$ cat src/pcl_pkg.sv
package pcl_pkg;
  localparam logic [7:0] PCL_P1_CTL_A_ADDR = 8'h1c;
  localparam logic [7:0] PCL_P1_CTL_B_ADDR = 8'h1d;
  localparam logic [7:0] PCL_P2_CTL_A_ADDR = 8'h2c;
  localparam logic [7:0] PCL_P2_CTL_B_ADDR = 8'h2d;
  localparam logic [7:0] PCL_P3_CTL_A_ADDR = 8'h3c;
  localparam logic [7:0] PCL_P3_CTL_B_ADDR = 8'h3d;
  // first control register fields
  localparam int PCL_A_AN_EN   = 7;
  localparam int PCL_A_SPEED   = 6;
  localparam int PCL_A_DUPLEX  = 5;
  localparam int PCL_A_ADV_FC  = 4;
  localparam int PCL_A_ADV_MSB = 3;
  localparam logic [3:0] PCL_A_ADV_RST = 4'hf;
  // second control register fields
  localparam int PCL_B_LED_OFF = 7;
  localparam int PCL_B_TXDIS   = 6;
  localparam int PCL_B_RESTART = 5;
  localparam int PCL_B_FEF_DIS = 4;
  localparam int PCL_B_PWRDN   = 3;
  localparam int PCL_B_XO_DIS  = 2;
  localparam int PCL_B_FRC_MDI = 1;
  localparam int PCL_B_LOOP    = 0;
  localparam logic [7:0] PCL_B_RST_BASE = 8'h00;
  localparam int PCL_NPORT = 2;
  localparam int PCL_NLED  = 4;
  localparam int PCL_NSTRAP = 11;
endpackage : pcl_pkg

$ cat src/pcl_port_if.sv
`timescale 1ns/1ps
interface pcl_port_if;
  logic       wr_a;     // write strobe, first control register
  logic       wr_b;     // write strobe, second control register
  logic [7:0] wdata;    // write data
  logic       st_an;    // reset value of autoneg enable
  logic       st_spd;   // reset value of forced speed
  logic       st_dpx;   // reset value of forced duplex
  logic       st_fc;    // reset value of pause advertise
  logic       st_xdis;  // reset value of crossover disable
  logic       st_xfrc;  // reset value of forced mdi
  logic [7:0] ctl_a;    // first control register contents
  logic [7:0] ctl_b;    // second control register contents
  modport bank (output wr_a, wr_b, wdata, st_an, st_spd, st_dpx, st_fc, st_xdis, st_xfrc,
                input ctl_a, ctl_b);
  modport port (input wr_a, wr_b, wdata, st_an, st_spd, st_dpx, st_fc, st_xdis, st_xfrc,
                output ctl_a, ctl_b);
endinterface : pcl_port_if

$ cat src/pcl_port_regs.sv
`timescale 1ns/1ps
module pcl_port_regs #(
  parameter bit FIBER = 1'b0
) (
  input  wire logic                           clk,          // system clock
  input  wire logic                           rst,          // sync reset
  pcl_port_if.port                            bus,          // register strobes and contents
  input  wire logic [pcl_pkg::PCL_NLED-1:0]   led_in,       // led drive from status logic
  input  wire logic                           an_failed,    // autoneg ran and failed
  input  wire logic                           auto_mdi,     // auto crossover decision, 1 = mdi
  output logic [pcl_pkg::PCL_NLED-1:0]        led_out,      // led pins
  output logic                                autoneg_en,   // autoneg enabled
  output logic                                speed_100,    // forced rate, 1 = 100 Mbps
  output logic                                full_duplex,  // forced duplex, 1 = full
  output logic                                use_forced_dpx, // forced duplex applies
  output logic [4:0]                          advertise,    // pause,100f,100h,10f,10h
  output logic                                tx_disable,   // transmitter off
  output logic                                an_restart,   // one-cycle restart pulse
  output logic                                fef_disable,  // far-end fault off
  output logic                                power_down,   // phy power down
  output logic                                tx_on_rx_pair, // 1 = mdi pair assignment
  output logic                                loopback      // loopback at this phy
);
  import pcl_pkg::*;
  logic [7:0] ctl_a_r;
  logic [7:0] ctl_b_r;
  logic [7:0] ctl_b_nxt;
  logic [7:0] ctl_a_rst;
  logic [7:0] ctl_b_rst;
  logic       led_off;
  logic       xo_dis;

  assign ctl_a_rst = {bus.st_an, bus.st_spd, bus.st_dpx, bus.st_fc, PCL_A_ADV_RST};
  assign ctl_b_rst = PCL_B_RST_BASE | {5'h00, bus.st_xdis, bus.st_xfrc, 1'b0};
  // restart drops back after one cycle unless written again; a new write wins
  assign ctl_b_nxt = bus.wr_b ? bus.wdata : (ctl_b_r & ~(8'h01 << PCL_B_RESTART));

  always_ff @(posedge clk) begin
    if (rst) begin
      ctl_a_r <= ctl_a_rst;
      ctl_b_r <= ctl_b_rst;
    end else begin
      if (bus.wr_a) begin
        ctl_a_r <= bus.wdata;
      end
      ctl_b_r <= ctl_b_nxt;
    end
  end

  assign bus.ctl_a      = ctl_a_r;
  assign bus.ctl_b      = ctl_b_r;
  assign led_off        = ctl_b_r[PCL_B_LED_OFF];
  assign led_out        = led_off ? {PCL_NLED{1'b1}} : led_in;
  assign autoneg_en     = ctl_a_r[PCL_A_AN_EN];
  assign speed_100      = ctl_a_r[PCL_A_SPEED];
  assign full_duplex    = ctl_a_r[PCL_A_DUPLEX];
  assign use_forced_dpx = ~ctl_a_r[PCL_A_AN_EN] | an_failed;
  assign advertise      = ctl_a_r[PCL_A_ADV_FC:0];
  assign tx_disable     = ctl_b_r[PCL_B_TXDIS];
  assign an_restart     = ctl_b_r[PCL_B_RESTART];
  assign fef_disable    = FIBER & ctl_b_r[PCL_B_FEF_DIS];
  assign power_down     = ctl_b_r[PCL_B_PWRDN];
  assign xo_dis         = ctl_b_r[PCL_B_XO_DIS];
  assign tx_on_rx_pair  = xo_dis ? ctl_b_r[PCL_B_FRC_MDI] : auto_mdi;
  assign loopback       = ctl_b_r[PCL_B_LOOP];
endmodule : pcl_port_regs

$ cat src/pcl_link_ctl.sv
`timescale 1ns/1ps
// What this block does
// - with autoneg off, forced-speed bit 6 picks 100 Mbps when one and 10 Mbps when zero.
// - forced-duplex bit 5 picks full or half duplex when autoneg is off or has failed.
// - forced speed and duplex of each port load from that port's straps during reset.
// - bit 4 advertises pause when set, withholds it when clear, and resets from its strap.
// - bits 3 to 0 advertise 100 full, 100 half, 10 full and 10 half, all resetting to one.
// - led-off bit 7 drives all four led pins of the port high while set.
// - transmitter-disable bit 6 of the second register stops the transmitter, reset zero.
// - writing one to restart bit 5 restarts autoneg on that port, reset zero.
// - bit 4 turns off far-end fault detection and pattern sending, on the first port only.
// - bit 2 disables auto crossover; port 2 resets it from a strap, port 1 to zero.
// - with auto crossover off, bit 1 forces mdi when one and mdi-x when zero.
// - loopback bit 0 of a port loops the other port's traffic at this port's phy.
// - the second register sits at 0x1d and 0x2d; 0x3d is reserved.
// - bit 7 of the first register enables autoneg, else forced bits 6 and 5 apply.
// - the first register sits at 0x1c and 0x2c.
module pcl_link_ctl (
  input  wire logic                    clk,                 // 100 MHz clock
  input  wire logic                    rst,                 // sync reset, active high
  input  wire logic [7:0]              reg_addr,            // register address
  input  wire logic                    reg_wr,              // write strobe
  input  wire logic                    reg_rd,              // read strobe
  input  wire logic [7:0]              reg_wdata,           // write data
  output logic [7:0]                   reg_rdata,           // read data, next cycle
  input  wire logic                    first_port_speed_strap,   // strap pin
  input  wire logic                    second_port_speed_strap,  // strap pin
  input  wire logic                    first_port_duplex_strap,  // strap pin
  input  wire logic                    second_port_duplex_strap, // strap pin
  input  wire logic                    pause_advertise_strap,    // strap pin
  input  wire logic                    second_port_crossover_disable_strap, // strap pin
  input  wire logic                    second_port_crossover_force_strap,   // strap pin
  input  wire logic                    first_port_autoneg_strap,  // strap pin
  input  wire logic                    second_port_autoneg_strap, // strap pin
  input  wire logic [7:0]              led_in,              // led drive, port2 high nibble
  input  wire logic [1:0]              an_failed,           // per port autoneg failed
  input  wire logic [1:0]              auto_mdi,            // per port auto crossover result
  output logic [7:0]                   port_led,            // led pins, port2 high nibble
  output logic [1:0]                   autoneg_en,          // per port autoneg on
  output logic [1:0]                   speed_100,           // per port forced rate
  output logic [1:0]                   full_duplex,         // per port forced duplex
  output logic [1:0]                   use_forced_dpx,      // per port forced duplex applies
  output logic [9:0]                   advertise,           // port2 in high five bits
  output logic [1:0]                   tx_disable,          // per port transmitter off
  output logic [1:0]                   an_restart,          // per port restart pulse
  output logic [1:0]                   fef_disable,         // far-end fault off
  output logic [1:0]                   power_down,          // per port power down
  output logic [1:0]                   tx_on_rx_pair,       // per port mdi assignment
  output logic [1:0]                   loopback_at_phy      // bit n: other port looped at phy n
);
  import pcl_pkg::*;
  logic [PCL_NSTRAP-1:0] strap_pin;
  logic [PCL_NSTRAP-1:0] sync1_r;
  logic [PCL_NSTRAP-1:0] sync2_r;
  logic [PCL_NSTRAP-1:0] sync3_r;
  logic [PCL_NSTRAP-1:0] strap_r;
  logic [PCL_NSTRAP-1:0] strap_nxt;
  logic [7:0]            rdata_r;
  logic [7:0]            rdata_nxt;
  logic [7:0]            ctl_a  [PCL_NPORT];
  logic [7:0]            ctl_b  [PCL_NPORT];
  logic [7:0]            led_o  [PCL_NPORT];

  pcl_port_if pif [PCL_NPORT] ();

  function automatic logic [7:0] addr_a(input int p);
    addr_a = (p == 0) ? PCL_P1_CTL_A_ADDR : PCL_P2_CTL_A_ADDR;
  endfunction : addr_a

  function automatic logic [7:0] addr_b(input int p);
    addr_b = (p == 0) ? PCL_P1_CTL_B_ADDR : PCL_P2_CTL_B_ADDR;
  endfunction : addr_b

  assign strap_pin = {second_port_autoneg_strap, first_port_autoneg_strap,
                      second_port_crossover_force_strap, second_port_crossover_disable_strap,
                      pause_advertise_strap, second_port_duplex_strap,
                      first_port_duplex_strap, second_port_speed_strap,
                      first_port_speed_strap, 2'b00};

  // strap level counts once the second and third stages agree
  genvar g;
  generate
    for (g = 0; g < PCL_NSTRAP; g++) begin : g_strap
      assign strap_nxt[g] = (sync2_r[g] == sync3_r[g]) ? sync3_r[g] : strap_r[g];
    end
  endgenerate

  always_ff @(posedge clk) begin
    sync1_r <= strap_pin;
    sync2_r <= sync1_r;
    sync3_r <= sync2_r;
    strap_r <= strap_nxt;
  end

  generate
    for (g = 0; g < PCL_NPORT; g++) begin : g_port
      assign pif[g].wr_a    = reg_wr & (reg_addr == addr_a(g));
      assign pif[g].wr_b    = reg_wr & (reg_addr == addr_b(g));
      assign pif[g].wdata   = reg_wdata;
      assign pif[g].st_spd  = strap_nxt[2 + g];
      assign pif[g].st_dpx  = strap_nxt[4 + g];
      assign pif[g].st_fc   = strap_nxt[6];
      assign pif[g].st_xdis = (g == 1) ? strap_nxt[7] : 1'b0;
      assign pif[g].st_xfrc = (g == 1) ? strap_nxt[8] : 1'b0;
      assign pif[g].st_an   = strap_nxt[9 + g];
      assign ctl_a[g]       = pif[g].ctl_a;
      assign ctl_b[g]       = pif[g].ctl_b;
      assign port_led[g*PCL_NLED +: PCL_NLED] = led_o[g][PCL_NLED-1:0];
      assign led_o[g][7:PCL_NLED] = '0;

      pcl_port_regs #(
        .FIBER          (g == 0)
      ) u_port (
        .clk            (clk),
        .rst            (rst),
        .bus            (pif[g]),
        .led_in         (led_in[g*PCL_NLED +: PCL_NLED]),
        .an_failed      (an_failed[g]),
        .auto_mdi       (auto_mdi[g]),
        .led_out        (led_o[g][PCL_NLED-1:0]),
        .autoneg_en     (autoneg_en[g]),
        .speed_100      (speed_100[g]),
        .full_duplex    (full_duplex[g]),
        .use_forced_dpx (use_forced_dpx[g]),
        .advertise      (advertise[g*5 +: 5]),
        .tx_disable     (tx_disable[g]),
        .an_restart     (an_restart[g]),
        .fef_disable    (fef_disable[g]),
        .power_down     (power_down[g]),
        .tx_on_rx_pair  (tx_on_rx_pair[g]),
        .loopback       (loopback_at_phy[g])
      );
    end
  endgenerate

  // reserved port 3 locations and unmapped addresses read zero, writes dropped
  assign rdata_nxt = (reg_addr == PCL_P1_CTL_A_ADDR) ? ctl_a[0] :
                     (reg_addr == PCL_P1_CTL_B_ADDR) ? ctl_b[0] :
                     (reg_addr == PCL_P2_CTL_A_ADDR) ? ctl_a[1] :
                     (reg_addr == PCL_P2_CTL_B_ADDR) ? ctl_b[1] : 8'h00;

  always_ff @(posedge clk) begin
    if (rst) begin
      rdata_r <= 8'h00;
    end else if (reg_rd) begin
      rdata_r <= rdata_nxt;
    end
  end

  assign reg_rdata = rdata_r;
endmodule : pcl_link_ctl

$ cat config.mk
export PLATFORM = sky130hd
export DESIGN_NAME = pcl_link_ctl
export DESIGN_NICKNAME = d
export VERILOG_FILES = /design/src/pcl_pkg.sv /design/src/pcl_port_if.sv /design/src/pcl_port_regs.sv /design/src/pcl_link_ctl.sv
export SDC_FILE = /design/constraint.sdc
export NUM_CORES = 1
export LEC_CHECK = 0
export ABC_AREA = 1
export ABC_CLOCK_PERIOD_IN_PS = 2700
export BUFFER_PORTS_ARGS = -buffer_cell sky130_fd_sc_hd__buf_2
export CORE_MARGIN = 2
export CORE_UTILIZATION = 48
export CTS_BUF_LIST = sky130_fd_sc_hd__clkbuf_4
export DETAILED_ROUTE_END_ITERATION = 12
export PLACE_DENSITY_LB_ADDON = 0.08
export SLEW_MARGIN = 10
export SYNTH_ARGS = -nofsm -noshare
export SYNTH_HDL_FRONTEND = slang
export SYNTH_SLANG_ARGS = --single-unit
$ cat constraint.sdc
create_clock -name clk -period 2.7 [get_ports clk]
set_input_delay 0.27 -clock clk [delete_from_list [all_inputs] [get_ports clk]]
set_output_delay 0.27 -clock clk [all_outputs]
set_load 0.005 [all_outputs]
==> impl_metrics.csv <==
group,metric,value,unit
cells_and_area,fin_area,3510,sq um
pwr,clkPwrFrac,35.6,%
synth,yosysUniqueCellTypes,28,
global_routing,grt_usage,18.7,%
die,coreArea,5920,sq um
clock_network,ctsHoldBuffers,9,
clock_network,clk_latency,0.40,ns
global_routing,grt_overflow,0,
setup_path,crit_path_end_kind,"output pin",
timing,final.setup_skew,0.0128,ns
timing,fmaxAchievable,657,MHz
setup_path,critPathArrivalTime,1.25,ns
timing,rsz0062_at_grt,"no",
synth,yosysSeqAreaShare,54.9,%
min_path,hold_depth,3,
die,die_area,6800,sq um
synth,synth_area_leaders,"dfxtp_1 (45%), edfxtp_1 (10%), nand2_1 (6.1%), buf_4 (5.3%), o21ai_0 (4.1%)",
setup_path,critical_path_class,"flop to output pin",
pwr,vdd_drop_max,0.445,mV
placed_design,dp_hpwl,4.32,mm
die,rows,28,
timing,finalCritPeriodShare,56.4,%
timing,hold_viol_final,0,
cells_and_area,fillerInstances,542,
synth,yosys.area.top_type,"dfxtp_1",
routing,viasPerCell,4.76,
routing,vias,2265,
global_routing,grt_pass1_vias,2115,
clock_network,cts_inserted_buffers,9,
pwr,internal_power,1.65,mW
pwr,p_switching,490,uW
synth,synth_area,2950,sq um
global_routing,grt_max_degree,27,
cells_and_area,nNetsFinal,437,
clock_network,cts_sinks,76,
clock_network,clk_path_buf_depth,2,
routing,finalWirelength,6.02,mm
pwr,p_seq_share,57.0,%
synth,syn_inst,321,
setup_path,cp-start-kind,"flop",
routing,drc,0,
die,start_util,49.9,%
global_routing,grt_pass1_wl,9.39,mm
setup_path,reg2reg_depth,3,
die,die_y,82.5,um
synth,synthesis.nets,362,
routing,first_pass_iters,4,
cells_and_area,fin_util,59.3,%
outcome,status,"completed",
clock_network,clk_root_buffer_cell,"clkbuf_4",
clock_network,clkTransAtPathRegs,0.12,ns
cells_and_area,antenna_cells,0,
cells_and_area,area_growth,18.9,%
cells_and_area,drive_above_1_share,34.4,%
setup_path,crit_fanout,2,
synth,ys_warn_count,0,
clock_network,cts_tree,"yes",
die,io_pins,87,
min_path,hold_class,"primary input to flop",
placed_design,numPortBuffers,85,
clock_network,post_cts_resized,0,
setup_path,required,2.43,ns
pwr,leakage,1.64,nW
pwr,totalPowerFinal,2.14,mW
synth,ys_seq_elements,76,
routing,postRouteAntennaNets,0,
placed_design,place.gp.congestion,0.819,
clock_network,postCtsSetupBuffers,0,
timing,setup_viol,0,
pwr,pwr_density_cell,609,nW/um^2
placed_design,placed_area,3260,sq um
pwr,power.share.switching,22.9,%
die,die_x,82.5,um
routing,wl_per_cell,12.7,um
timing,tns,0,ns
clock_network,htree_num_levels,3,
timing,finalMaxSlewViolations,0,
timing,fin_crit,1.52,ns
timing,tightest_slew,0.612,ns
timing,relSlewSlack,59.2,%
pwr,combPwrFrac,7.4,%
global_routing,antenna_found_initial,0,
flow_run,drv_cap,0,
timing,whs,0.126,ns
routing,drt_iter0_markers,147,
synth,synth_top_area_share,44.7,%
synth,avgSynthCellArea,9.20,sq um
-- path summary, 6_finish.rpt --
path | start | to | slack, ns
worst max register to register | strap_r[8] | g_port[1].u_port.bus.ctl_b[1] | 1.60
worst min-delay path | reg_wdata[2] | g_port[0].u_port.bus.ctl_a[2] | 0.13
worst min register to register | sync1_r[9] | sync2_r[9] | 0.33
worst max-delay path | g_port[1].u_port.bus.ctl_b[2] | tx_on_rx_pair[1] | 1.18
-- worst max-delay path: stages, from the launching register on --
cell and delay (ns):
edfxtp_1 0.39, mux2_2 0.34, buf_2 0.12
-- placed cells by master (no fill, tap or decap), types with 2 or more instances in the layout --
cell | netlist | routed
nand2_1 | 48 | 48
maj3_1 | 9 | 9
nor2_4 | 5 | 5
nand2_2 | 11 | 11
nand3b_1 | 3 | 3
or2_2 | 9 | 9
nor2_2 | 6 | 6
a21oi_1 | 17 | 17
buf_2 | 2 | 85
nand3_1 | 23 | 23
o21ai_0 | 24 | 24
inv_1 | 28 | 28
bufinv_16 | 0 | 2
dfxtp_1 | 66 | 66
clkinv_1 | 0 | 2
clkbuf_4 | 0 | 9
edfxtp_1 | 10 | 10
o21ai_1 | 15 | 15
nor2_1 | 7 | 7
inv_2 | 2 | 2
dlygate4sd3_1 | 0 | 9
-- per-layer routing --
| layer | up-vias | track usage, % | part of all wire [%] |
|---|---|---|---|
| met5 | - | 0 | 0 |
| met4 | 0 | 12.3 | 3.1 |
| met3 | 15 | 3.91 | 6.4 |
| met2 | 84 | 30.2 | 46 |
| met1 | 993 | 22.6 | 45 |
| li1 | 1173 | - | - |
-- area by class of cell --
cell class | count | area, sq um | area share (%)
sequential | 76 | 1620 | 46.2
multi-input combinational | 185 | 1010 | 28.8
timing repair buffer | 94 | 515 | 14.7
inverter | 30 | 113 | 3.21
tap | 75 | 93.8 | 2.67
clock inverter | 7 | 90.1 | 2.57
clock buffer | 9 | 67.6 | 1.92
-- through the flow --
step           std cells  setup WS, ns
2_1_floorplan        321          1.36
3_3_place_gp         451         0.982
3_5_place_dp         451         0.971
4_1_cts              476          1.15
5_1_grt              476          1.12
6_report             476          1.18
-- cells in the mapped netlist --
cell,number
inv_2,2
clkbuf_1,5
edfxtp_1,10
nor2_2,6
mux2_2,1
nor2_1,7
and2_4,1
buf_4,21
nor2_4,5
buf_2,2
nand3b_1,3
dfxtp_1,66
o21ai_1,15
nand2_2,11
conb_1,1
nand3_4,1
a21oi_2,1
maj3_1,9
nand2_4,1
nand2_1,48
nand3_2,1
a21oi_1,17
or2_2,9
o21ai_0,24
buf_6,2
inv_1,28
and2_1,1
nand3_1,23
-- state kept, by name (all words and copies together) (netlist names) --
name	cells
g_port.u_port.bus.ctl_a	16
g_port.u_port.bus.ctl_b	16
reg_rdata	8
strap_r	9
sync1_r	9
sync2_r	9
sync3_r	9
-- power by group through the flow --
stage	registers, mW	clock network [mW]	logic (mW)
after CTS	1.22	0.781	0.159
final	1.22	0.761	0.159
after detailed placement	1.24	0	0.148
after global routing	1.22	0.820	0.180
after global placement	1.24	0	0.147
after floorplan	1.24	0	0.0975
-- cells by family after synthesis --
logic type	share of synthesized area (%)
DFF	54.9
and+or+nand+nor	20.9
buffers and inverters	10.9
muxes	0.381
AOI/OAI and AO/OA	9.78
adders and majority gates	3.05
other	0.127
No activity file was read; power rests on OpenSTA's default activity.
